$ cat src/shared/memmap_pkg.sv
// Constants and carriers for the core memory map decode block.
package memmap_pkg;

  // ****************************************
  // Widths and sizes
  // ****************************************
  localparam int PC_W = 15;
  localparam int INSN_W = 14;
  localparam int DADDR_W = 12;
  localparam int BANK_W = 5;
  localparam int OFS_W = 7;
  localparam int PROG_WORDS_DEF = 4096;
  localparam int GP_BANKS_DEF = 3;
  localparam int GP_BYTES = 80;
  localparam int COMMON_BYTES = 16;

  // ****************************************
  // Vectors
  // ****************************************
  localparam logic [PC_W-1:0] RESET_VEC = 15'h0000;
  localparam logic [PC_W-1:0] IRQ_VEC = 15'h0004;

  // ****************************************
  // Bank layout offsets
  // ****************************************
  localparam logic [OFS_W-1:0] OFS_CORE_LAST = 7'h0b;
  localparam logic [OFS_W-1:0] OFS_SPEC_LAST = 7'h1f;
  localparam logic [OFS_W-1:0] OFS_GP_FIRST = 7'h20;
  localparam logic [OFS_W-1:0] OFS_GP_LAST = 7'h6f;
  localparam logic [OFS_W-1:0] OFS_COMMON_FIRST = 7'h70;

  // ****************************************
  // Core register offsets
  // ****************************************
  localparam logic [OFS_W-1:0] INDIRECT_DATA_0 = 7'h00;
  localparam logic [OFS_W-1:0] INDIRECT_DATA_1 = 7'h01;
  localparam logic [OFS_W-1:0] PROGRAM_COUNTER_LOW = 7'h02;
  localparam logic [OFS_W-1:0] CORE_FLAGS = 7'h03;
  localparam logic [OFS_W-1:0] POINTER0_LOW = 7'h04;
  localparam logic [OFS_W-1:0] POINTER0_HIGH = 7'h05;
  localparam logic [OFS_W-1:0] POINTER1_LOW = 7'h06;
  localparam logic [OFS_W-1:0] POINTER1_HIGH = 7'h07;
  localparam logic [OFS_W-1:0] BANK_SELECTOR = 7'h08;
  localparam logic [OFS_W-1:0] ACCUMULATOR_ALIAS = 7'h09;
  localparam logic [OFS_W-1:0] PROGRAM_COUNTER_LATCH_HIGH = 7'h0a;
  localparam logic [OFS_W-1:0] IRQ_CONTROL = 7'h0b;

  // ****************************************
  // Fields and reset values
  // ****************************************
  localparam int PTR_PROG_BIT = 7;
  localparam logic [7:0] REG_RESET = 8'h00;

  // ****************************************
  // Carriers
  // ****************************************
  typedef struct packed {
    logic rd;
    logic wr;
    logic indirect;
    logic ptr_sel;
    logic [OFS_W-1:0] offset;
    logic [7:0] wdata;
  } data_req_t;

  typedef struct packed {
    logic valid;
    logic extra_cycle;
    logic [7:0] rdata;
  } data_rsp_t;

endpackage

$ cat src/core_memory_map_decode.sv
// Data and program memory address decode for the execution core.
`timescale 1ns/1ns
module core_memory_map_decode #(
  parameter int PROG_WORDS = memmap_pkg::PROG_WORDS_DEF,
  parameter int GP_BANKS = memmap_pkg::GP_BANKS_DEF,
  parameter int SPEC_BANKS = 32
) (
  // Clock and reset
  input wire logic clk_i,
  input wire logic rstn_i,
  // Program sequencing
  input wire logic advance_i,
  input wire logic irq_take_i,
  input wire logic jump_i,
  input wire logic [memmap_pkg::PC_W-1:0] jump_addr_i,
  output logic [memmap_pkg::PC_W-1:0] pc_o,
  output logic [memmap_pkg::PC_W-1:0] fetch_addr_o,
  // Program memory address, read strobe and returned word for an indirect program read
  output logic [memmap_pkg::PC_W-1:0] prog_addr_o,
  output logic prog_rd_o,
  input wire logic [memmap_pkg::INSN_W-1:0] prog_word_i,
  // Data access from the execution core
  input wire memmap_pkg::data_req_t req_i,
  output memmap_pkg::data_rsp_t rsp_o,
  // Peripheral special function window
  output logic spec_rd_o,
  output logic spec_wr_o,
  output logic [memmap_pkg::DADDR_W-1:0] spec_addr_o,
  output logic [7:0] spec_wdata_o,
  input wire logic spec_hit_i,
  input wire logic [7:0] spec_rdata_i,
  // Core register contents for the execution core
  output logic [memmap_pkg::BANK_W-1:0] bank_o,
  output logic [7:0] accumulator_o
);

  localparam int GP_DEPTH = memmap_pkg::GP_BYTES * GP_BANKS;
  localparam int GP_AW = $clog2(GP_DEPTH + memmap_pkg::COMMON_BYTES);

  // ****************************************
  // Core registers
  // ****************************************
  logic [7:0] ptr0_lo_r, ptr0_hi_r, ptr1_lo_r, ptr1_hi_r;
  logic [7:0] bank_r, acc_r, latch_hi_r, irqc_r, flags_r;
  logic stall_r;
  logic [7:0] rdata_r;
  logic rvalid_r;
  logic extra_r;

  // ****************************************
  // Decode
  // ****************************************
  logic [15:0] ptr_full;
  logic to_prog;
  logic [memmap_pkg::DADDR_W-1:0] daddr;
  logic [memmap_pkg::BANK_W-1:0] dbank;
  logic [memmap_pkg::OFS_W-1:0] dofs;
  logic is_core, is_spec, is_gp, is_common;
  logic gp_we;
  logic [GP_AW-1:0] gp_addr;
  logic [7:0] gp_rdata;
  logic [7:0] core_rdata;
  logic access;

  function automatic logic [memmap_pkg::DADDR_W-1:0] join_addr(
    input logic [memmap_pkg::BANK_W-1:0] bank,
    input logic [memmap_pkg::OFS_W-1:0] ofs
  );
    join_addr = {bank, ofs};
  endfunction

  assign access = req_i.rd | req_i.wr;
  assign ptr_full = req_i.ptr_sel ? {ptr1_hi_r, ptr1_lo_r}
                                  : {ptr0_hi_r, ptr0_lo_r};
  assign to_prog = req_i.indirect &&
                   ptr_full[memmap_pkg::PTR_PROG_BIT + 8];

  // Indirect data addresses take the low bits of the pointer pair.
  assign daddr = req_i.indirect ? ptr_full[memmap_pkg::DADDR_W-1:0]
                 : join_addr(bank_r[memmap_pkg::BANK_W-1:0],
                             req_i.offset);
  assign dbank = daddr[memmap_pkg::DADDR_W-1:memmap_pkg::OFS_W];
  assign dofs = daddr[memmap_pkg::OFS_W-1:0];

  // Core, peripheral and common slices repeat in every bank; GP bytes only below GP_BANKS.
  assign is_core = dofs <= memmap_pkg::OFS_CORE_LAST;
  assign is_spec = !is_core && dofs <= memmap_pkg::OFS_SPEC_LAST;
  assign is_gp = dofs >= memmap_pkg::OFS_GP_FIRST &&
                 dofs <= memmap_pkg::OFS_GP_LAST &&
                 int'(dbank) < GP_BANKS;
  assign is_common = dofs >= memmap_pkg::OFS_COMMON_FIRST;

  always_comb begin
    gp_addr = '0;
    if (is_common) begin
      gp_addr = GP_AW'(GP_DEPTH +
                int'(dofs - memmap_pkg::OFS_COMMON_FIRST));
    end else if (is_gp) begin
      gp_addr = GP_AW'(int'(dbank) * memmap_pkg::GP_BYTES +
                int'(dofs - memmap_pkg::OFS_GP_FIRST));
    end
  end

  // Writes aimed at program memory are dropped here.
  assign gp_we = req_i.wr && !to_prog && (is_gp || is_common);

  gp_ram #(
    .DEPTH(GP_DEPTH + memmap_pkg::COMMON_BYTES),
    .AW(GP_AW)
  ) u_gp_ram (
    .clk_i(clk_i),
    .rstn_i(rstn_i),
    .we_i(gp_we),
    .addr_i(gp_addr),
    .wdata_i(req_i.wdata),
    .rdata_o(gp_rdata)
  );

  prog_addr_gen #(
    .PROG_WORDS(PROG_WORDS)
  ) u_prog_addr_gen (
    .clk_i(clk_i),
    .rstn_i(rstn_i),
    .advance_i(advance_i),
    .irq_take_i(irq_take_i),
    .jump_i(jump_i),
    .jump_addr_i(jump_addr_i),
    .pc_o(pc_o),
    .fetch_addr_o(fetch_addr_o)
  );

  // ****************************************
  // Core register read mux
  // ****************************************
  always_comb begin
    core_rdata = 8'h00;
    unique case (dofs)
      memmap_pkg::PROGRAM_COUNTER_LOW: core_rdata = pc_o[7:0];
      memmap_pkg::CORE_FLAGS: core_rdata = flags_r;
      memmap_pkg::POINTER0_LOW: core_rdata = ptr0_lo_r;
      memmap_pkg::POINTER0_HIGH: core_rdata = ptr0_hi_r;
      memmap_pkg::POINTER1_LOW: core_rdata = ptr1_lo_r;
      memmap_pkg::POINTER1_HIGH: core_rdata = ptr1_hi_r;
      memmap_pkg::BANK_SELECTOR: core_rdata = bank_r;
      memmap_pkg::ACCUMULATOR_ALIAS: core_rdata = acc_r;
      memmap_pkg::PROGRAM_COUNTER_LATCH_HIGH: core_rdata = latch_hi_r;
      memmap_pkg::IRQ_CONTROL: core_rdata = irqc_r;
      // Indirect registers read as zero when reached through themselves.
      default: core_rdata = 8'h00;
    endcase
  end

  // ****************************************
  // Core register writes
  // ****************************************
  always_ff @(posedge clk_i) begin
    if (!rstn_i) begin
      ptr0_lo_r <= memmap_pkg::REG_RESET;
      ptr0_hi_r <= memmap_pkg::REG_RESET;
      ptr1_lo_r <= memmap_pkg::REG_RESET;
      ptr1_hi_r <= memmap_pkg::REG_RESET;
      bank_r <= memmap_pkg::REG_RESET;
      latch_hi_r <= memmap_pkg::REG_RESET;
      irqc_r <= memmap_pkg::REG_RESET;
      flags_r <= memmap_pkg::REG_RESET;
    end else if (req_i.wr && !to_prog && is_core) begin
      unique case (dofs)
        memmap_pkg::POINTER0_LOW: ptr0_lo_r <= req_i.wdata;
        memmap_pkg::POINTER0_HIGH: ptr0_hi_r <= req_i.wdata;
        memmap_pkg::POINTER1_LOW: ptr1_lo_r <= req_i.wdata;
        memmap_pkg::POINTER1_HIGH: ptr1_hi_r <= req_i.wdata;
        memmap_pkg::BANK_SELECTOR: bank_r <= req_i.wdata;
        memmap_pkg::PROGRAM_COUNTER_LATCH_HIGH: latch_hi_r <= req_i.wdata;
        memmap_pkg::IRQ_CONTROL: irqc_r <= req_i.wdata;
        memmap_pkg::CORE_FLAGS: flags_r <= req_i.wdata;
        // The counter low byte is owned by the sequencer, so it is dropped.
        default: begin
        end
      endcase
    end
  end

  // The accumulator also takes the low byte of a program read.
  always_ff @(posedge clk_i) begin
    if (!rstn_i) begin
      acc_r <= memmap_pkg::REG_RESET;
    end else if (stall_r && req_i.rd) begin
      acc_r <= prog_word_i[7:0];
    end else if (req_i.wr && !to_prog && is_core &&
                 dofs == memmap_pkg::ACCUMULATOR_ALIAS) begin
      acc_r <= req_i.wdata;
    end
  end

  // ****************************************
  // Response timing
  // ****************************************
  // A program read answers one cycle later than a data access, which is
  // the extra instruction cycle; the core must hold its request meanwhile.
  always_ff @(posedge clk_i) begin
    if (!rstn_i) begin
      stall_r <= 1'b0;
    end else begin
      stall_r <= !stall_r && access && to_prog;
    end
  end

  always_ff @(posedge clk_i) begin
    if (!rstn_i) begin
      rdata_r <= 8'h00;
      rvalid_r <= 1'b0;
      extra_r <= 1'b0;
    end else if (stall_r) begin
      rdata_r <= req_i.rd ? prog_word_i[7:0] : 8'h00;
      rvalid_r <= 1'b1;
      extra_r <= 1'b1;
    end else if (access && !to_prog) begin
      rvalid_r <= 1'b1;
      extra_r <= 1'b0;
      if (!req_i.rd) begin
        rdata_r <= 8'h00;
      end else if (is_core) begin
        rdata_r <= core_rdata;
      end else if (is_gp || is_common) begin
        rdata_r <= gp_rdata;
      end else if (is_spec && spec_hit_i && int'(dbank) < SPEC_BANKS) begin
        rdata_r <= spec_rdata_i;
      end else begin
        rdata_r <= 8'h00;
      end
    end else begin
      rvalid_r <= 1'b0;
      extra_r <= 1'b0;
    end
  end

  assign rsp_o = '{valid: rvalid_r, extra_cycle: extra_r, rdata: rdata_r};

  // Program address is the pointer's low 15 bits masked to the program size; taking only those bits drops its steering bit.
  assign prog_addr_o = ptr_full[memmap_pkg::PC_W-1:0] &
                       memmap_pkg::PC_W'(PROG_WORDS - 1);
  assign prog_rd_o = access && to_prog && !stall_r;

  assign spec_rd_o = req_i.rd && !to_prog && is_spec;
  assign spec_wr_o = req_i.wr && !to_prog && is_spec;
  assign spec_addr_o = daddr;
  assign spec_wdata_o = req_i.wdata;
  assign bank_o = bank_r[memmap_pkg::BANK_W-1:0];
  assign accumulator_o = acc_r;

endmodule // core_memory_map_decode

$ cat src/prog_addr_gen.sv
// Program counter, vectors and program-space wrap.
`timescale 1ns/1ns
module prog_addr_gen #(
  parameter int PROG_WORDS = memmap_pkg::PROG_WORDS_DEF
) (
  // Clock and reset
  input wire logic clk_i,
  input wire logic rstn_i,
  // Sequencing controls from the execution core
  input wire logic advance_i,
  input wire logic irq_take_i,
  input wire logic jump_i,
  input wire logic [memmap_pkg::PC_W-1:0] jump_addr_i,
  // Program counter and fetch address
  output logic [memmap_pkg::PC_W-1:0] pc_o,
  output logic [memmap_pkg::PC_W-1:0] fetch_addr_o
);

  localparam logic [memmap_pkg::PC_W-1:0] TOP_MASK =
    memmap_pkg::PC_W'(PROG_WORDS - 1);

  logic [memmap_pkg::PC_W-1:0] pc_r;

  // The interrupt vector takes priority over a jump, which beats a step.
  always_ff @(posedge clk_i) begin
    if (!rstn_i) begin
      pc_r <= memmap_pkg::RESET_VEC;
    end else if (irq_take_i) begin
      pc_r <= memmap_pkg::IRQ_VEC;
    end else if (jump_i) begin
      pc_r <= jump_addr_i;
    end else if (advance_i) begin
      pc_r <= pc_r + 15'h0001;
    end
  end

  assign pc_o = pc_r;
  // Sizes are powers of two, so masking gives the wrap-around.
  assign fetch_addr_o = pc_r & TOP_MASK;

endmodule // prog_addr_gen

$ cat src/gp_ram.sv
// Byte-wide general purpose RAM held in flip-flops.
`timescale 1ns/1ns
module gp_ram #(
  parameter int DEPTH = memmap_pkg::GP_BYTES * memmap_pkg::GP_BANKS_DEF,
  parameter int AW = 8
) (
  // Clock and reset
  input wire logic clk_i,
  input wire logic rstn_i,
  // Access port
  input wire logic we_i,
  input wire logic [AW-1:0] addr_i,
  input wire logic [7:0] wdata_i,
  output logic [7:0] rdata_o
);

  logic [7:0] mem_r [DEPTH];

  always_ff @(posedge clk_i) begin
    if (!rstn_i) begin
      for (int i = 0; i < DEPTH; i++) begin
        mem_r[i] <= memmap_pkg::REG_RESET;
      end
    end else if (we_i && (int'(addr_i) < DEPTH)) begin
      mem_r[addr_i] <= wdata_i;
    end
  end

  assign rdata_o = (int'(addr_i) < DEPTH) ? mem_r[addr_i] : 8'h00;

endmodule // gp_ram

$ cat config.mk
export PLATFORM = sky130hd
export DESIGN_NAME = core_memory_map_decode
export DESIGN_NICKNAME = d
export VERILOG_FILES = /design/src/shared/memmap_pkg.sv /design/src/core_memory_map_decode.sv /design/src/prog_addr_gen.sv /design/src/gp_ram.sv
export SDC_FILE = /design/constraint.sdc
export NUM_CORES = 2
export LEC_CHECK = 0
export BUFFER_PORTS_ARGS = -buffer_cell sky130_fd_sc_hd__buf_2
export CELL_PAD_IN_SITES_DETAIL_PLACEMENT = 1
export CELL_PAD_IN_SITES_GLOBAL_PLACEMENT = 1
export CORE_ASPECT_RATIO = 1.75
export CORE_MARGIN = 5
export CORE_UTILIZATION = 45
export CTS_CLUSTER_SIZE = 12
export DETAILED_ROUTE_END_ITERATION = 16
export PLACE_DENSITY = 0.78
export SYNTH_ARGS = -nofsm -noshare
export SYNTH_HDL_FRONTEND = slang
export SYNTH_SLANG_ARGS = --single-unit
$ cat constraint.sdc
create_clock -name clk_i -period 6.1 [get_ports clk_i]
set_clock_uncertainty 0.1 [all_clocks]
set_input_delay 0 -clock clk_i [delete_from_list [all_inputs] [get_ports clk_i]]
set_output_delay 0 -clock clk_i [all_outputs]
set_load 0.005 [all_outputs]
Yosys cells after proc, flatten, opt, wreduce, memory -nomap -nowiden
Memories as Yosys holds them, arrays and structs flattened.
Index checks and enable logic that the tools add are counted.
{"block": "totals", "regBits": 98, "ram_bits": 2048, "input_bits": 62, "mem_count": 1}
{"memory": "u_gp_ram.mem_r", "words": 256, "word_bits": 8, "read_ports": 1, "rd_ports_with_merged_regs": 0, "wr": 256, "line": "gp_ram.sv:17", "source": "logic [7:0] mem_r [DEPTH];"}
{"block": "classes", "n_addsub": 5, "mul": 1, "n_lt_le_gt_ge": 6, "eq_ne": 10, "n_mux": 27, "bitwise": 2, "n_reduce_logical": 36}
{"cell": "8-bit 2-to-1 mux", "count": 13}
{"cell": "8-bit case mux with 10 select lines", "count": 1}
{"cell": "15-bit 2-to-1 mux", "count": 2}
{"cell": "7-bit by 3-bit == test with 1-bit output (second input constant)", "count": 4}
{"cell": "7-bit by 4-bit == test with 1-bit output (second input constant)", "count": 4}
{"cell": "1-bit logical AND", "count": 18}
{"cell": "16-bit 2-to-1 mux", "count": 1}
{"cell": "2-bit AND reduction", "count": 8}
{"cell": "15-bit by 1-bit adder with 15-bit output (second input constant)", "count": 1}
{"cell": "7-bit by 2-bit == test with 1-bit output (second input constant)", "count": 2}
{"cell": "12-bit 2-to-1 mux", "count": 1}
{"cell": "5-bit by 8-bit adder with 8-bit output (first input constant)", "count": 1}
{"cell": "8-bit adder", "count": 1}
{"cell": "1-bit 2-to-1 mux", "count": 8}
{"cell": "8-bit OR reduction", "count": 1}
{"cell": "7-bit by 6-bit subtractor with 8-bit output (second input constant)", "count": 1}
{"cell": "7-bit by 7-bit subtractor with 8-bit output (second input constant)", "count": 1}
{"cell": "7-bit by 6-bit >= comparator with 1-bit output (second input constant)", "count": 1}
{"cell": "7-bit >= comparator (second input constant)", "count": 1}
{"cell": "7-bit by 4-bit <= comparator with 1-bit output (second input constant)", "count": 1}
{"cell": "7-bit by 5-bit <= comparator with 1-bit output (second input constant)", "count": 1}
{"cell": "7-bit <= comparator (second input constant)", "count": 1}
{"cell": "2-bit nonzero test", "count": 3}
{"cell": "5-bit by 2-bit < comparator with 1-bit output (second input constant)", "count": 1}
{"cell": "other kinds (8)", "count": 10}

Logic depth before layout (Yosys ltp)
An unclocked memory read counts as a cell.
{"block": "depth", "depth_word": 13, "mapped_depth": 18, "ltp_nobuf": 17}

Hierarchy
Synthesis repeated with hierarchy kept, for this count alone.
{"block": "hier_totals", "hier_cells": 6888, "hier_area_um2": 99406.6}
{"mod": "gp_ram", "instances": 1, "cells_each": 6215, "area_each_um2": 93764.9, "seq_area_each_um2": 61499.0}
{"mod": "core_memory_map_decode", "instances": 1, "cells_each": 556, "area_each_um2": 4697.0, "seq_area_each_um2": 1661.6}
{"mod": "prog_addr_gen", "instances": 1, "cells_each": 117, "area_each_um2": 944.7, "seq_area_each_um2": 300.3}

Worst setup path after synthesis
OpenSTA, ideal clock, no wires.
{"block": "synth_timing", "kind": "reg2reg", "start": "register ptr1_hi_r[1]", "end": "memory u_gp_ram.mem_r[146][0], enable pin", "setup_time_ns": 0.384, "arrival_time_ns": 3.971, "t_required_ns": 5.616, "setup_slack_ns": 1.645, "stages_incl_launch_ff": 15, "n_path_buf": 1, "path_cell_list": "dfxtp_1 mux2_2 mux2_2 ha_1 inv_1 ha_1 inv_1 fa_1 xnor2_1 xnor2_1 xor2_1 nor4_1 nand2_1 clkbuf_1 o21ai_0"}
{"element": "start: declaration", "line": "core_memory_map_decode.sv:43", "source": "logic [7:0] ptr0_lo_r, ptr0_hi_r, ptr1_lo_r, ptr1_hi_r;"}
{"element": "start signal: assignment", "line": "core_memory_map_decode.sv:161", "source": "ptr1_hi_r <= memmap_pkg::REG_RESET;"}
{"element": "start signal: assignment", "line": "core_memory_map_decode.sv:171", "source": "memmap_pkg::POINTER1_HIGH: ptr1_hi_r <= req_i.wdata;"}
{"element": "end: declaration", "line": "gp_ram.sv:17"}

Worst setup path in the final report
{"block": "layout_timing", "start": "register ptr1_lo_r[2]", "end": "register rdata_r[5]"}
{"block": "layout_between", "elab_chain_len": 13, "word_cells_on_any_way": 37, "classes_between": "4 x add/sub; 5 x order compare; 10 x eq/ne; 11 x mux; 6 x reduce/logical; 1 x memory"}
{"element": "start: declaration", "line": "core_memory_map_decode.sv:43"}
{"element": "start signal: assignment", "line": "core_memory_map_decode.sv:160", "source": "ptr1_lo_r <= memmap_pkg::REG_RESET;"}
{"element": "start signal: assignment", "line": "core_memory_map_decode.sv:170", "source": "memmap_pkg::POINTER1_LOW: ptr1_lo_r <= req_i.wdata;"}
{"element": "16-bit 2-to-1 mux *", "line": "core_memory_map_decode.sv:73", "source": "assign ptr_full = req_i.ptr_sel ? {ptr1_hi_r, ptr1_lo_r}"}
{"element": "12-bit 2-to-1 mux *", "line": "core_memory_map_decode.sv:79", "source": "assign daddr = req_i.indirect ? ptr_full[memmap_pkg::DADDR_W-1:0]"}
{"element": "branches (longest 7 deep; another with 7-bit by 6-bit subtractor with 8-bit output)"}
{"element": "8-bit 2-to-1 mux *", "line": "core_memory_map_decode.sv:222", "source": "end else if (is_core) begin"}
{"element": "8-bit 2-to-1 mux *", "line": "core_memory_map_decode.sv:220", "source": "if (!req_i.rd) begin"}
{"element": "8-bit 2-to-1 mux *", "line": "core_memory_map_decode.sv:217", "source": "end else if (access && !to_prog) begin"}
{"element": "8-bit 2-to-1 mux *", "line": "core_memory_map_decode.sv:213", "source": "end else if (stall_r) begin"}
{"element": "end signal: assignment", "line": "core_memory_map_decode.sv:214", "source": "rdata_r <= req_i.rd ? prog_word_i[7:0] : 8'h00;"}
{"element": "end signal: assignment", "line": "core_memory_map_decode.sv:223", "source": "rdata_r <= core_rdata;"}
{"element": "end signal: assignment", "line": "core_memory_map_decode.sv:225", "source": "rdata_r <= gp_rdata;"}
{"element": "end: declaration", "line": "core_memory_map_decode.sv:46", "source": "logic [7:0] rdata_r;"}
Every way passes the cells marked *. The select of a mux whose other input is x is not followed.
A chain may end at the register's enable or synchronous reset.

==> results.md <==
* Status: complete, but fails checks
* Failing checks: capacitance limit, slew limit, setup timing
* Source-to-sink clock delay at the later pin of the worst-skew pair at 0.90 ns
* Clock net sink count at between 2,000 and 2,500
* WL final at 444,000 um
* Area leader, netlist: edfxtp_1
* Tightest Pin Transition at approximately 1.5 ns
* Final cell utilization of the core at approximately 51%
* Per-cell routed wire length at 38.0 um
* Die width at 360 um
* Critical Path RT at 6.77 ns
* P_leak at 42.2 nW
* Hold depth at 4
* CTS buffer count at roughly 210
* Root Driver: clkbuf_16
* Clock Tree Buf Depth at 4
* Filler-free cell count of the finished design at approximately 12,000
* Placed Cells at 11,200
* Ys flop type: edfxtp_1
* PortBufs at 140
* FFs w/ async S/R, synth at 0%
* Dpl hpwl at 284,000 um
* Nets at slightly below 9,000
* Reg2reg start: ptr1_lo_r[2]
* Full die area at 224,000 um^2
* Worst Hold Endpoint: ptr1_lo_r[3]
* Synth top area cells: edfxtp_1 (64%), and3_1 (7.4%), nor2_1 (4.6%), nand2_1 (3.5%), o22ai_1 (3.3%)
* FMAX at between 150 and 200 MHz
* Met3 Usage GRT at between 10% and 20%
* All-Layer GR Usage at 38.3%
* Library cells used by synthesis at 77
* CTS tree: done
* Largest net degree at the start of global routing at 107
* GR Overflow Total at 0
* Clock transition at path regs at 0.07 ns
* Type of the worst setup path: flop to flop
* EDFF count, synth at 2,048
* Area growth, synth to finish at 14.1%
* Max reg flops at 2,048
* Netlist Area Pre-Place at around 97,000 um^2
* H-tree lvl count at 4
* RSZ-0062 raised after global routing: no
* Setup ws final at -0.155 ns
* Synthesized instance count at about 8,600
* Effective utilization at floorplan at 45.1%
* Seq cells post-synth at 2,146
* Area after DPL at around 100,000 um^2
* Max Cap Violations at 3
* Hold Startpoint: req_i[3]
* Worst Setup End Kind: flop
* Vias in the first global route at 82,500
* Post-synth top area share at 63.7%
* Yosys warns at 0
* Hold_ws at 0.0616 ns
* Layout cells sized above 1 at 13.3%
* Seq/Total Area, Yosys at 65.7%
* Core box area at approximately 210,000 um^2
* Finished Cell Area at 110,000 um^2
* CP max FO at 10
* Count leader, synth: edfxtp_1
* DRC violations left at 0
* P per Cell Area at 290 nW/um^2
* Antenna viol nets, final at 0
* First drt pass iteration count at 11
* GR Util met1 at 40.8%
* Worst vdd ir at 0.000229 V
* Met2 usage at a little over 60%
* # IOs at between 150 and 200
* Final min period at 6.26 ns
* DR vias/cell at 7.06
* Syn_area_per_cell at 11.3 um^2
* Reg with most FFs: u_gp_ram.mem_r
* RePlAce Congestion at about 1.0
* Class of the worst hold path: input pin to flop
* Sum Neg Setup Slack at -0.230 ns
* Reg2reg setup slack at -0.16 ns
* Final Setup Violations at 10
* Die Ht at 623 um
* Synth top cells by count: edfxtp_1 (2,048), nor2_1 (1,196), and3_1 (1,146), nand2_1 (889), clkbuf_1 (745)
* Final Hold Violating Endpoints at 0
* Worst reg2reg path depth at 15
* Crit share post-route at 103%
* Fillers at 22,200
* Gr busiest metal: met2
* Reg2Reg Capture Point: rdata_r[5]
* Global-route wire length before repair at 618,000 um
* Via count at just over 80,000
* Setup Fix Bufs, Post-CTS at 0
* Arrival @ worst endpoint at 6.92 ns
* DR iter-0 viols at 12,900
* Critical Path Source Type: flop
* Initial antenna violation count at 43
* Max Slew Vio Count at 1
* Site Rows at 225
* Slew headroom at -0.212%
==> logic make-up after synthesis <==
group	synth area share (%)
flops	65.7
mux	1.13
other cells	0.00388
buf+inv	4.33
compound gates	11.1
simple gates	17.5
xor+xnor	0.154
fa+ha+maj	0.0985
==> through the flow <==
step                      worst slack (ns)  power [W]
final                               -0.155     0.0320
after global routing                0.0592     0.0325
after CTS                            0.253     0.0316
after detailed placement             0.303     0.0201
after global placement               0.389     0.0200
after floorplan                       1.64     0.0184
==> report_power, final <==
part | leakage (nW) | switching [W] | total [W] | internal, W
registers | 22.0 | 0.000186 | 0.0167 | 0.0165
clock network | 2.76 | 0.00557 | 0.0119 | 0.00633
logic | 17.4 | 0.00250 | 0.00333 | 0.000832
==> cell usage in the layout (no fill, tap or decap), types with 42 or more instances in the layout <==
cell	count
o21ai_0	511
nand2_1	869
nand3_1	208
buf_2	131
a31oi_1	94
nor2_1	1161
dlygate4sd3_1	126
a22oi_1	99
clkbuf_16	215
nand4_1	42
o221ai_1	153
dfxtp_1	98
o22ai_1	508
a21oi_1	179
edfxtp_1	2048
and3_1	1146
mux2i_1	52
buf_4	618
buf_12	56
clkbuf_1	71
==> timing repair <==
item | in CTS | in global routing
endpoints found under the setup margin | 0 | 1
resized for setup | 0 | 2
endpoints found under the hold margin | 1075 | 0
hold buffers | 126 | 0
==> area by class of cell <==
| class | instances | area [um^2] | share of cell area [%] |
|---|---|---|---|
| clock buffers | 289 | 5650 | 5.13 |
| well taps | 2837 | 3550 | 3.22 |
| inverters | 18 | 82.6 | 0.0750 |
| diodes | 39 | 97.6 | 0.0886 |
| repair buffers | 943 | 7840 | 7.12 |
| clock inverters | 6 | 27.5 | 0.0250 |
| multi-input cells | 5407 | 29500 | 26.7 |
| flip-flops and latches | 2146 | 63500 | 57.6 |
==> worst max-delay path, cell delays in order, from the launching register on <==
cell and delay (ns):
dfxtp_1 0.35, mux2_2 0.34, mux2i_4 0.59, inv_2 0.11, buf_4 0.30, nor2_1 1.07, nand2_1 0.96, buf_4 0.47
o221ai_1 0.15, o21ai_0 0.19, buf_4 0.22, a21oi_1 0.17, a21o_1 0.11, or4_1 0.26, a41oi_1 0.15, dlygate4sd3_1 0.58
==> per-layer routing <==
layer	vias up	share of wire (%)
li1	32000	-
met1	41000	30
met2	7113	46
met3	2312	12
met4	12	12
met5	-	0.023
==> how the worst max path moves through the flow <==
stage,start,endpoint
6_report,ptr1_lo_r[2],rdata_r[5]
2_1_floorplan,ptr1_hi_r[1],u_gp_ram.mem_r[146][0]
4_1_cts,ptr1_hi_r[1],rdata_r[5]
3_5_place_dp,req_i[15],rdata_r[0]
3_3_place_gp,req_i[15],rdata_r[0]
5_1_grt,ptr1_lo_r[2],rdata_r[5]
(Power assumes the default switching activity.)
